$ cat src/rtl/tmpc_defs.svh
`ifndef TMPC_DEFS_SVH
`define TMPC_DEFS_SVH
// register addresses on the serial configuration port
`define TMPC_ADDR_MODE 7'h00
`define TMPC_ADDR_IFC 7'h01
// reset values
`define TMPC_MODE_RESET 8'h00
`define TMPC_IFC_RESET 8'h00
// mode register fields
`define TMPC_MODE_TX 7
`define TMPC_MODE_FSET 6
`define TMPC_MODE_PDM_HI 5
`define TMPC_MODE_PDM_LO 4
`define TMPC_MODE_B3 3
`define TMPC_MODE_B2 2
`define TMPC_MODE_B1 1
`define TMPC_MODE_RSTN 0
// interface register fields
`define TMPC_IFC_BYPASS 7
`define TMPC_IFC_SEP 6
`define TMPC_IFC_GLOCK 5
`define TMPC_IFC_GCS 4
`define TMPC_IFC_EXTTX 3
`define TMPC_IFC_EXTRX 2
`define TMPC_IFC_TXPOL 1
`define TMPC_IFC_RXPOL 0
// calibration counter terminal values
`define TMPC_CNT16_LAST 8'h0f
`define TMPC_CNT256_LAST 8'hff
`define TMPC_TEST_MODE_IDLE 3'h1
// serial frame: 8 address/direction bits then 8 data bits
`define TMPC_SER_LAST_BIT 4'h7
`endif

$ cat src/rtl/tmpc_pkg.sv
package tmpc_pkg;
    typedef enum logic [1:0] {
        PdModeSplit, PdModeBoth, PdModeIndividual, PdModeSequence
    } tmpc_power_down_mode_t;
    typedef enum logic [1:0] {
        CalNever, CalEvery, CalEvery16, CalEvery256
    } tmpc_cal_policy_t;
    typedef enum logic [1:0] {SerIdle, SerAddr, SerData} tmpc_ser_state_t;
    typedef struct packed {
        tmpc_ser_state_t serState;
        logic [3:0] bitCnt;
        logic [7:0] shift;
        logic [6:0] addr;
        logic isWrite;
        logic cfgClkMeta, cfgClkSync, cfgClkLast;
        logic cfgSelMeta, cfgSelSync, cfgSelLast;
        logic cfgDinMeta, cfgDinSync;
        logic dataIoMeta, dataIoSync, dataIoLast;
        logic [7:0] mode;
        logic [7:0] ifc;
        logic [7:0] seqCount;
        logic configDataOut, dataIoPinOut, dataIoPinOe, txData, lockPin;
        logic dataClockPin, txAmpEnablePin, rxAmpEnablePin;
        logic testModulePowerDown;
        logic [2:0] testMode;
        logic txSelect, freqSetB, synthPowerDown, oscCorePowerDown;
        logic biasPowerDown, oscillatorBypass, sequenceEnable;
        tmpc_cal_policy_t sequenceCalPolicy;
        logic sequenceStart, sequencePowerDown, calRequest, softResetN;
    } tmpc_state_t;
endpackage : tmpc_pkg

$ cat src/rtl/tmpc_mode_pin_regs.sv
`timescale 1ns/1ps
`include "tmpc_defs.svh"

// Contract
// - sequencing runs only with receive selected; host keeps receive while sequencing
// - sequencing enabled only when power-down mode is 11; bits 3..1 change meaning
// - frequency-set bit picks word set A at 0, set B at 1
// - calibration policy: never, every sequence, every 16th, every 256th
// - rising sequence power-down bit enters power-down awaiting next trigger
// - writing soft reset bit 0 restores defaults of all but mode register
// - mode register has no default; bits take the written values; here the hard reset loads 8'h00
// - oscillator bypass defaults 0; at 1 internal oscillator powered down
// - shared data pin: drives rx data in receive, takes tx data in transmit
// - separate data pin: pin input only; rx data on lock or clock pin
// - data pin falling edges start sequencing when separate, pin-select unused, mode 3
// - lock gating in mode 01 holds data clock high unless PLL locked
// - carrier gating holds data clock high unless carrier sensed
// - tx amp pin equals polarity at 0, asserts with internal amp at 1
// - rx amp pin equals polarity at 0, asserts with internal amp at 1
// - tx amp polarity bit sets pin active level, 1 active high
// - rx amp polarity bit sets pin active level, 1 active high
// - test enable: low interface bits drive test controls, else 1 and 001
// - select-pin falling edges start sequencing only when pin use bit set
// - normal layout: bit 7 rx/tx, bits 3..1 power down synth, osc, bias
module tmpc_mode_pin_regs (
    input wire logic clock,
    input wire logic reset,
    input wire logic configClock,
    input wire logic configSelectN,
    input wire logic configDataIn,
    input wire logic dataIoPinIn,
    input wire logic rxData,
    input wire logic pllLock,
    input wire logic carrierSense,
    input wire logic syncMode,
    input wire logic syncDataClock,
    input wire logic internalTxAmpOn,
    input wire logic internalRxAmpOn,
    input wire logic analogTestEnableF,
    input wire logic analogTestEnableA,
    input wire logic sequenceSelectPinUse,
    input wire logic sequenceDone,
    output logic configDataOut,
    output logic dataIoPinOut,
    output logic dataIoPinOe,
    output logic txData,
    output logic lockPin,
    output logic dataClockPin,
    output logic txAmpEnablePin,
    output logic rxAmpEnablePin,
    output logic testModulePowerDown,
    output logic [2:0] testMode,
    output logic txSelect,
    output logic freqSetB,
    output logic synthPowerDown,
    output logic oscCorePowerDown,
    output logic biasPowerDown,
    output logic oscillatorBypass,
    output logic sequenceEnable,
    output tmpc_pkg::tmpc_cal_policy_t sequenceCalPolicy,
    output logic sequenceStart,
    output logic sequencePowerDown,
    output logic calRequest,
    output logic softResetN
);
    import tmpc_pkg::*;

    tmpc_state_t s_q;
    tmpc_state_t s_d;

    always_comb begin
        logic clkRise;
        logic clkFall;
        logic selFall;
        logic [7:0] shiftIn;
        logic [7:0] readWord;
        logic seqLayout;
        logic seqOn;
        logic gateHigh;
        tmpc_power_down_mode_t pdm;
        clkRise = 1'b0;
        clkFall = 1'b0;
        selFall = 1'b0;
        shiftIn = 8'h00;
        readWord = 8'h00;
        seqLayout = 1'b0;
        seqOn = 1'b0;
        gateHigh = 1'b0;
        pdm = PdModeSplit;
        s_d = s_q;

        // pin synchronisers; the second stage is used, and edges compare it with the third
        s_d.cfgClkMeta = configClock;
        s_d.cfgClkSync = s_q.cfgClkMeta;
        s_d.cfgClkLast = s_q.cfgClkSync;
        s_d.cfgSelMeta = configSelectN;
        s_d.cfgSelSync = s_q.cfgSelMeta;
        s_d.cfgSelLast = s_q.cfgSelSync;
        s_d.cfgDinMeta = configDataIn;
        s_d.cfgDinSync = s_q.cfgDinMeta;
        s_d.dataIoMeta = dataIoPinIn;
        s_d.dataIoSync = s_q.dataIoMeta;
        s_d.dataIoLast = s_q.dataIoSync;
        clkRise = s_q.cfgClkSync & ~s_q.cfgClkLast;
        clkFall = ~s_q.cfgClkSync & s_q.cfgClkLast;
        selFall = ~s_q.cfgSelSync & s_q.cfgSelLast;
        shiftIn = {s_q.shift[6:0], s_q.cfgDinSync};

        // mode decode follows the stored field directly
        pdm = tmpc_power_down_mode_t'(s_q.mode[`TMPC_MODE_PDM_HI:`TMPC_MODE_PDM_LO]);
        seqLayout = (pdm == PdModeSequence);
        seqOn = seqLayout & ~s_q.mode[`TMPC_MODE_TX];

        s_d.sequenceStart = 1'b0;
        s_d.sequencePowerDown = 1'b0;
        s_d.calRequest = 1'b0;

        // serial frame engine: 7 address bits, direction, 8 data bits
        case (s_q.serState)
            SerIdle: begin
                if (selFall) begin
                    s_d.serState = SerAddr;
                    s_d.bitCnt = 4'h0;
                end
            end
            SerAddr: begin
                if (clkRise) begin
                    s_d.shift = shiftIn;
                    s_d.bitCnt = s_q.bitCnt + 4'h1;
                    if (s_q.bitCnt == `TMPC_SER_LAST_BIT) begin
                        s_d.addr = shiftIn[7:1];
                        s_d.isWrite = shiftIn[0];
                        s_d.bitCnt = 4'h0;
                        s_d.serState = SerData;
                        if (shiftIn[7:1] == `TMPC_ADDR_MODE) begin
                            readWord = s_q.mode;
                        end else if (shiftIn[7:1] == `TMPC_ADDR_IFC) begin
                            readWord = s_q.ifc;
                        end
                        // unmapped addresses read as zero
                        s_d.shift = readWord;
                        s_d.configDataOut = readWord[7] & ~shiftIn[0];
                    end
                end
            end
            SerData: begin
                if (clkRise) begin
                    s_d.bitCnt = s_q.bitCnt + 4'h1;
                    if (s_q.isWrite) begin
                        s_d.shift = shiftIn;
                    end
                    if (s_q.bitCnt == `TMPC_SER_LAST_BIT) begin
                        s_d.serState = SerIdle;
                        if (s_q.isWrite && s_q.addr == `TMPC_ADDR_MODE) begin
                            s_d.mode = shiftIn;
                            if (shiftIn[`TMPC_MODE_B1] && !s_q.mode[`TMPC_MODE_B1]
                                && shiftIn[5:4] == 2'b11) begin
                                s_d.sequencePowerDown = 1'b1;
                            end
                        end else if (s_q.isWrite && s_q.addr == `TMPC_ADDR_IFC) begin
                            s_d.ifc = shiftIn;
                        end
                    end
                end else if (clkFall && !s_q.isWrite && s_q.bitCnt != 4'h0) begin
                    // next read bit presented on the falling edge
                    s_d.configDataOut = s_q.shift[3'h7 - s_q.bitCnt[2:0]];
                end
            end
            default: begin
                s_d.serState = SerIdle;
            end
        endcase
        // deselect aborts a partial frame; a half word is never stored
        if (s_q.cfgSelSync) begin
            s_d.serState = SerIdle;
            s_d.configDataOut = 1'b0;
        end

        // interface register held at defaults while soft reset is low
        if (!s_d.mode[`TMPC_MODE_RSTN]) begin
            s_d.ifc = `TMPC_IFC_RESET;
        end
        s_d.softResetN = s_q.mode[`TMPC_MODE_RSTN];

        // sequence triggers
        if (selFall && sequenceSelectPinUse && seqOn) begin
            s_d.sequenceStart = 1'b1;
        end
        if (~s_q.dataIoSync & s_q.dataIoLast & s_q.ifc[`TMPC_IFC_SEP]
            & ~sequenceSelectPinUse & seqOn) begin
            s_d.sequenceStart = 1'b1;
        end

        // calibration decimation counts finished sequences
        if (sequenceDone && seqOn) begin
            s_d.seqCount = s_q.seqCount + 8'h01;
            case (tmpc_cal_policy_t'(s_q.mode[3:2]))
                CalNever: s_d.calRequest = 1'b0;
                CalEvery: s_d.calRequest = 1'b1;
                CalEvery16: s_d.calRequest = (s_q.seqCount[3:0] == `TMPC_CNT16_LAST);
                CalEvery256: s_d.calRequest = (s_q.seqCount == `TMPC_CNT256_LAST);
                default: s_d.calRequest = 1'b0;
            endcase
        end

        // mode outputs, two layouts of bits 3..1
        s_d.txSelect = s_q.mode[`TMPC_MODE_TX];
        s_d.freqSetB = s_q.mode[`TMPC_MODE_FSET];
        s_d.synthPowerDown = ~seqLayout & s_q.mode[`TMPC_MODE_B3];
        s_d.oscillatorBypass = s_q.ifc[`TMPC_IFC_BYPASS];
        s_d.oscCorePowerDown = s_q.ifc[`TMPC_IFC_BYPASS]
            | (~seqLayout & s_q.mode[`TMPC_MODE_B2]);
        s_d.biasPowerDown = ~seqLayout & s_q.mode[`TMPC_MODE_B1];
        s_d.sequenceEnable = seqOn;
        s_d.sequenceCalPolicy = seqLayout ? tmpc_cal_policy_t'(s_q.mode[3:2]) : CalNever;

        // data pin direction and routing
        s_d.dataIoPinOe = ~s_q.ifc[`TMPC_IFC_SEP] & ~s_q.mode[`TMPC_MODE_TX];
        s_d.dataIoPinOut = rxData;
        s_d.txData = s_q.dataIoSync & (s_q.mode[`TMPC_MODE_TX] | s_q.ifc[`TMPC_IFC_SEP]);
        s_d.lockPin = (s_q.ifc[`TMPC_IFC_SEP] && syncMode) ? rxData : pllLock;

        // data clock gating; a gated clock idles high
        gateHigh = (s_q.ifc[`TMPC_IFC_GLOCK] && pdm == PdModeBoth && !pllLock)
            || (s_q.ifc[`TMPC_IFC_GCS] && !carrierSense);
        if (s_q.ifc[`TMPC_IFC_SEP] && !syncMode) begin
            s_d.dataClockPin = rxData;
        end else begin
            s_d.dataClockPin = gateHigh | syncDataClock;
        end

        // external amplifier pins
        s_d.txAmpEnablePin = s_q.ifc[`TMPC_IFC_EXTTX]
            ? (internalTxAmpOn ~^ s_q.ifc[`TMPC_IFC_TXPOL])
            : s_q.ifc[`TMPC_IFC_TXPOL];
        s_d.rxAmpEnablePin = s_q.ifc[`TMPC_IFC_EXTRX]
            ? (internalRxAmpOn ~^ s_q.ifc[`TMPC_IFC_RXPOL])
            : s_q.ifc[`TMPC_IFC_RXPOL];

        // analog test borrows the low interface bits
        if (analogTestEnableF || analogTestEnableA) begin
            s_d.testModulePowerDown = s_q.ifc[3];
            s_d.testMode = s_q.ifc[2:0];
        end else begin
            s_d.testModulePowerDown = 1'b1;
            s_d.testMode = `TMPC_TEST_MODE_IDLE;
        end
    end

    // single state register; mode is cleared only by the hard reset
    always_ff @(posedge clock) begin
        if (reset) begin
            s_q <= '0;
            s_q.serState <= SerIdle;
            s_q.mode <= `TMPC_MODE_RESET;
            s_q.ifc <= `TMPC_IFC_RESET;
            s_q.cfgSelMeta <= 1'b1;
            s_q.cfgSelSync <= 1'b1;
            s_q.cfgSelLast <= 1'b1;
            s_q.testModulePowerDown <= 1'b1;
            s_q.testMode <= `TMPC_TEST_MODE_IDLE;
            s_q.dataClockPin <= 1'b1;
        end else begin
            s_q <= s_d;
        end
    end

    assign configDataOut = s_q.configDataOut;
    assign dataIoPinOut = s_q.dataIoPinOut;
    assign dataIoPinOe = s_q.dataIoPinOe;
    assign txData = s_q.txData;
    assign lockPin = s_q.lockPin;
    assign dataClockPin = s_q.dataClockPin;
    assign txAmpEnablePin = s_q.txAmpEnablePin;
    assign rxAmpEnablePin = s_q.rxAmpEnablePin;
    assign testModulePowerDown = s_q.testModulePowerDown;
    assign testMode = s_q.testMode;
    assign txSelect = s_q.txSelect;
    assign freqSetB = s_q.freqSetB;
    assign synthPowerDown = s_q.synthPowerDown;
    assign oscCorePowerDown = s_q.oscCorePowerDown;
    assign biasPowerDown = s_q.biasPowerDown;
    assign oscillatorBypass = s_q.oscillatorBypass;
    assign sequenceEnable = s_q.sequenceEnable;
    assign sequenceCalPolicy = s_q.sequenceCalPolicy;
    assign sequenceStart = s_q.sequenceStart;
    assign sequencePowerDown = s_q.sequencePowerDown;
    assign calRequest = s_q.calRequest;
    assign softResetN = s_q.softResetN;
endmodule : tmpc_mode_pin_regs

$ cat config.mk
export PLATFORM = sky130hd
export DESIGN_NAME = tmpc_mode_pin_regs
export DESIGN_NICKNAME = d
export VERILOG_FILES = /design/src/rtl/tmpc_pkg.sv /design/src/rtl/tmpc_mode_pin_regs.sv
export VERILOG_INCLUDE_DIRS = /design/src /design/src/rtl
export SDC_FILE = /design/constraint.sdc
export NUM_CORES = 1
export LEC_CHECK = 0
export BUFFER_PORTS_ARGS = -buffer_cell sky130_fd_sc_hd__buf_4
export CORE_AREA = 2 2 110 112
export CTS_CLUSTER_SIZE = 25
export DETAILED_ROUTE_END_ITERATION = 8
export DIE_AREA = 0 0 112 114
export PLACE_DENSITY = 0.52
export SETUP_SLACK_MARGIN = 0.4
export SLEW_MARGIN = 0
export SYNTH_ARGS = -nofsm -noshare
export SYNTH_HDL_FRONTEND = slang
export SYNTH_SLANG_ARGS = --single-unit
export TNS_END_PERCENT = 5
$ cat constraint.sdc
create_clock -name clock -period 2.1 [get_ports clock]
set_input_delay 0.105 -clock clock [delete_from_list [all_inputs] [get_ports clock]]
set_output_delay 0.105 -clock clock [all_outputs]
set_load 0.02 [all_outputs]
==> results <==
- Global routing consumed, on the met3 layer, 2.23% of the routing resources.
- The sequential share of power is 50.0%.
- The count of final setup violators is 0.
- Among all stages on the critical path, the largest delay is contributed by or4_1.
- Summed over all cells, the static leakage comes to 1.60 nW.
- The maximum single-stage delay on the critical path is 0.46 ns.
- The setup TNS after final layout is 0 ns.
- The die covers 0.0128 sq mm.
- The critical path class is register to register.
- For the pin with the worst max-slew slack, the measured transition is 0.498 ns.
- Along the worst path, the maximum fanout reaches 4.
- The switching power is 721 uW.
- The final max-slew violation count came to 0.
- The later pin in the worst-skew pair is clocked with a latency of 0.33 ns.
- The most area-hungry cell type in the Yosys netlist is dfxtp_1.
- Setup repair after global routing could not meet its margin everywhere.
- The initial standard-cell utilization of the core is 31.2%.
- Clock-pin slew was measured on the worst setup and hold paths at 0.06 ns.
- In this run the tightest slew margin relative to its limit is 65.9%.
- The met2 track demand over resource in global routing is 22.1%.
- Yosys attributes the largest share of cell area to dfxtp_1, mux2i_1, nor2_1.
- The share of synthesized registers carrying an async set or reset is 0%.
- The layout filler cell count is 1212.
- The tool flagged a number of max-cap violations equal to 0.
- CTS saw 82 sinks.
- The worst setup path is launched from a register.
- The finished cells cover 0.00453 sq mm.
- In the synthesized netlist the dominant register cell turns out to be dfxtp_1.
- The total number of vias is 3066.
- The wire-length estimate of the detail-placed layout is 6280 um.
- The power density over cell area is 696 mW/mm^2.
- The critical path goes through inv_2, ha_4, or2_4, a221o_1, or4_1, a31oi_1.
- The synthesized design contains 82 register bits.
- By count the netlist is led by dfxtp_1, nor2_1, nand3_1, o21ai_0, nand2_1.
- The number of buffers created by CTS is 9.
- The wire length of the first global-routing pass is 14400 um.
- Compared with the post-synthesis result, the final layout area differs by 24.0%.
- The number of search-and-repair iterations in the first detailed-routing pass is 4.
- The combinational share of power is 3.4%.
- The remaining antenna violation count after routing is 0.
- The maximum buffer depth of the clock tree is 2.
- Wires add up to 9060 um.
- Once placement finished, the instance area stood at 0.00415 sq mm.
- The count of buffers added on input and output ports is 41.
- The sequential fraction of the synthesis area is 45.0%.
- The nature of the critical path endpoint is a register.
- Summed over all layers, the global routing overflow is 0.
- Net switching is 22.9% of the power.
- TritonCTS built the clock tree.
- The final-stage net count is 471.
- Of the available clock period, the critical path in the final layout requires 86.8%.
- The maximum number of pins on one net before global-route repair is 28.
- The antenna cell count is 0.
- Across every metal layer, demand over resource in global routing totals 14.1%.
- The highest attainable clock frequency is 0.548 GHz.
- The layer flagged by global routing as most heavily used is met2.
- The post-synth net total is 420.
- Pin placement for this block handled 42 I/O pins.
- In this run the standard cell core region covers 0.0117 sq mm.
- The worst path in the final design needs a cycle of 1.82 ns, including I/O delays and setup.
- The via count of the first global-routing pass was 2837.
- The starting DRC count in detailed routing is 144.
- Synthesis produced a netlist whose cell count is 396.
- The path class of the tightest hold or removal check is input pin to register.
- Measured along the y axis, the die boundary spans 114 um.
- After detailed routing, the number of remaining DRC violations is 0.
- At the end of routability-driven placement, the weighted congestion stood at 0.795.
- Measured along the x axis, the die boundary spans 112 um.
- The number of antenna violations at the first check in global routing was 0.
- The synthesized netlist occupies a cell area of 0.00365 sq mm.
- The number of distinct standard cells referenced by the synthesized netlist is 58.
- The floorplan has 40 rows.
- The number of vias per cell is 5.12.
- By instance count, the leading cell after synthesis is dfxtp_1.
- The total count of hold-check failures in the final report is 0.
- Yosys mapped a number of flops with a built-in enable equal to 0.
- The internal power of the cells is 2.43 mW.
- VDD sags by at most 0.350 mV.
- The final clock skew is 0.00890 ns.
- The proportion of netlist area held by the largest area contributor is 45.0%.
- The synthesized area divided by synthesized cell count is 9.21 sq um.
- The cell chosen for the clock root is clkbuf_16.
- The critical path arrival is 2.08 ns.
- Global routing used 19.4% of the available met1 tracks.
- In the final routed layout, each cell accounts on average for 15.1 um.
- The post-route netlist has 25.0% of its cells at a drive strength greater than 1.
- In this run the number of H-tree levels came out at 3.
- The flow ran to the end, and the final reports show no timing, DRC or antenna violations.
- At the worst endpoint, the required time is 2.35 ns.
- The total of warnings raised by yosys is 0.
- The clock network burns 46.6% of the power.
[repair_timing]
item                                   CTS  global route
setup buffers                            6             1
setup endpoints to repair               35            38
pin swaps                                6             2
endpoints found under the hold margin    4             0
hold buffers                             4             0
resized for setup                        3             1
[per-layer routing]
metal  part of all wire [%]  vias to the layer above  routed length [um]
met5                      0                        -                   0
met4                    2.1                        0                 191
met3                    3.4                       11                 309
met2                     46                       77                4210
met1                     48                     1475                4340
li1                       -                     1503                   -
[path summary, 6_finish.rpt]
kind,slack [ns],startpoint,cells after the start,endpoint
worst min register to register,0.42,s_d[55],1,s_d[54]
worst min-delay path,0.02,rxData,2,dataIoPinOut
worst max-delay path,0.28,s_q[80],6,s_q[78]
worst max register to register,0.28,s_q[80],6,s_q[78]
[registers in the layout (all words and copies together), names as in the netlist, 2 cells and up]
name	flops
s_q	46
s_d	11
sequenceCalPolicy	2
testMode	3
[worst max-delay path, delay by kind of cell, from the launching register on]
kind            cells  cell delay [ns]
simple gates        2             0.71
fa+ha+maj           1             0.17
buf+inv             1             0.06
flops               1             0.35
compound gates      2             0.47
[power by group through the flow]
stage	clock network, mW	registers, mW	logic, mW
2_1_floorplan	0	1.62	0.0472
3_3_place_gp	0	1.61	0.101
3_5_place_dp	0	1.61	0.101
4_1_cts	1.51	1.58	0.109
5_1_grt	1.57	1.58	0.120
6_report	1.47	1.58	0.109
[through the flow]
step	hold slack (ns)	util (%)	worst slack, ns	cells	total power [mW]
finish	0.0186	38.6	0.277	599	3.15
global route	0.0243	38.6	0.198	599	3.27
CTS	0.0117	38.5	0.252	598	3.19
detailed placement	0.310	35.4	0.138	572	1.71
global placement	0.303	35.4	0.173	572	1.71
floorplan	0.187	-	0.175	396	1.66
[layout by cell type (no fill, tap or decap), types with 3 or more instances in the layout]
cell type	n
nand2_1	20
nand4_1	9
o21ai_1	7
a21oi_1	17
a31oi_1	3
nor3b_1	5
nor3_1	8
clkbuf_16	9
nor2_1	32
nand3_1	22
mux2_2	3
o21ai_0	22
mux2i_1	17
xnor2_1	6
dfxtp_1	80
nor2b_1	19
and2_1	10
buf_4	67
inv_1	9
ha_1	5
or3_1	3
nor4_2	6
a22oi_1	7
or2_2	4
dlygate4sd3_1	4
a311oi_2	5
[final cells by class]
type | count | area (sq um) | share of cell area (%)
clock buffers | 9 | 225 | 4.98
clock inverters | 7 | 52.6 | 1.16
inverters | 11 | 41.3 | 0.912
multi-input cells | 272 | 1830 | 40.5
flip-flops and latches | 82 | 1650 | 36.4
well taps | 147 | 184 | 4.06
repair buffers | 71 | 543 | 12.0
[cells by family (layout without fill, tap and decap cells)]
| group | Yosys count | count (layout) | synth area share [%] |
|---|---|---|---|
| and+or+nand+nor | 158 | 158 | 24.6 |
| DFF | 82 | 82 | 45.0 |
| AOI/OAI and AO/OA | 77 | 77 | 14.0 |
| buffers and inverters | 42 | 98 | 5.28 |
| muxes | 22 | 22 | 6.82 |
| xor gates and xnor gates | 8 | 8 | 1.92 |
| adders and majority gates | 7 | 7 | 2.40 |
No activity file was read; power rests on OpenSTA's default activity.
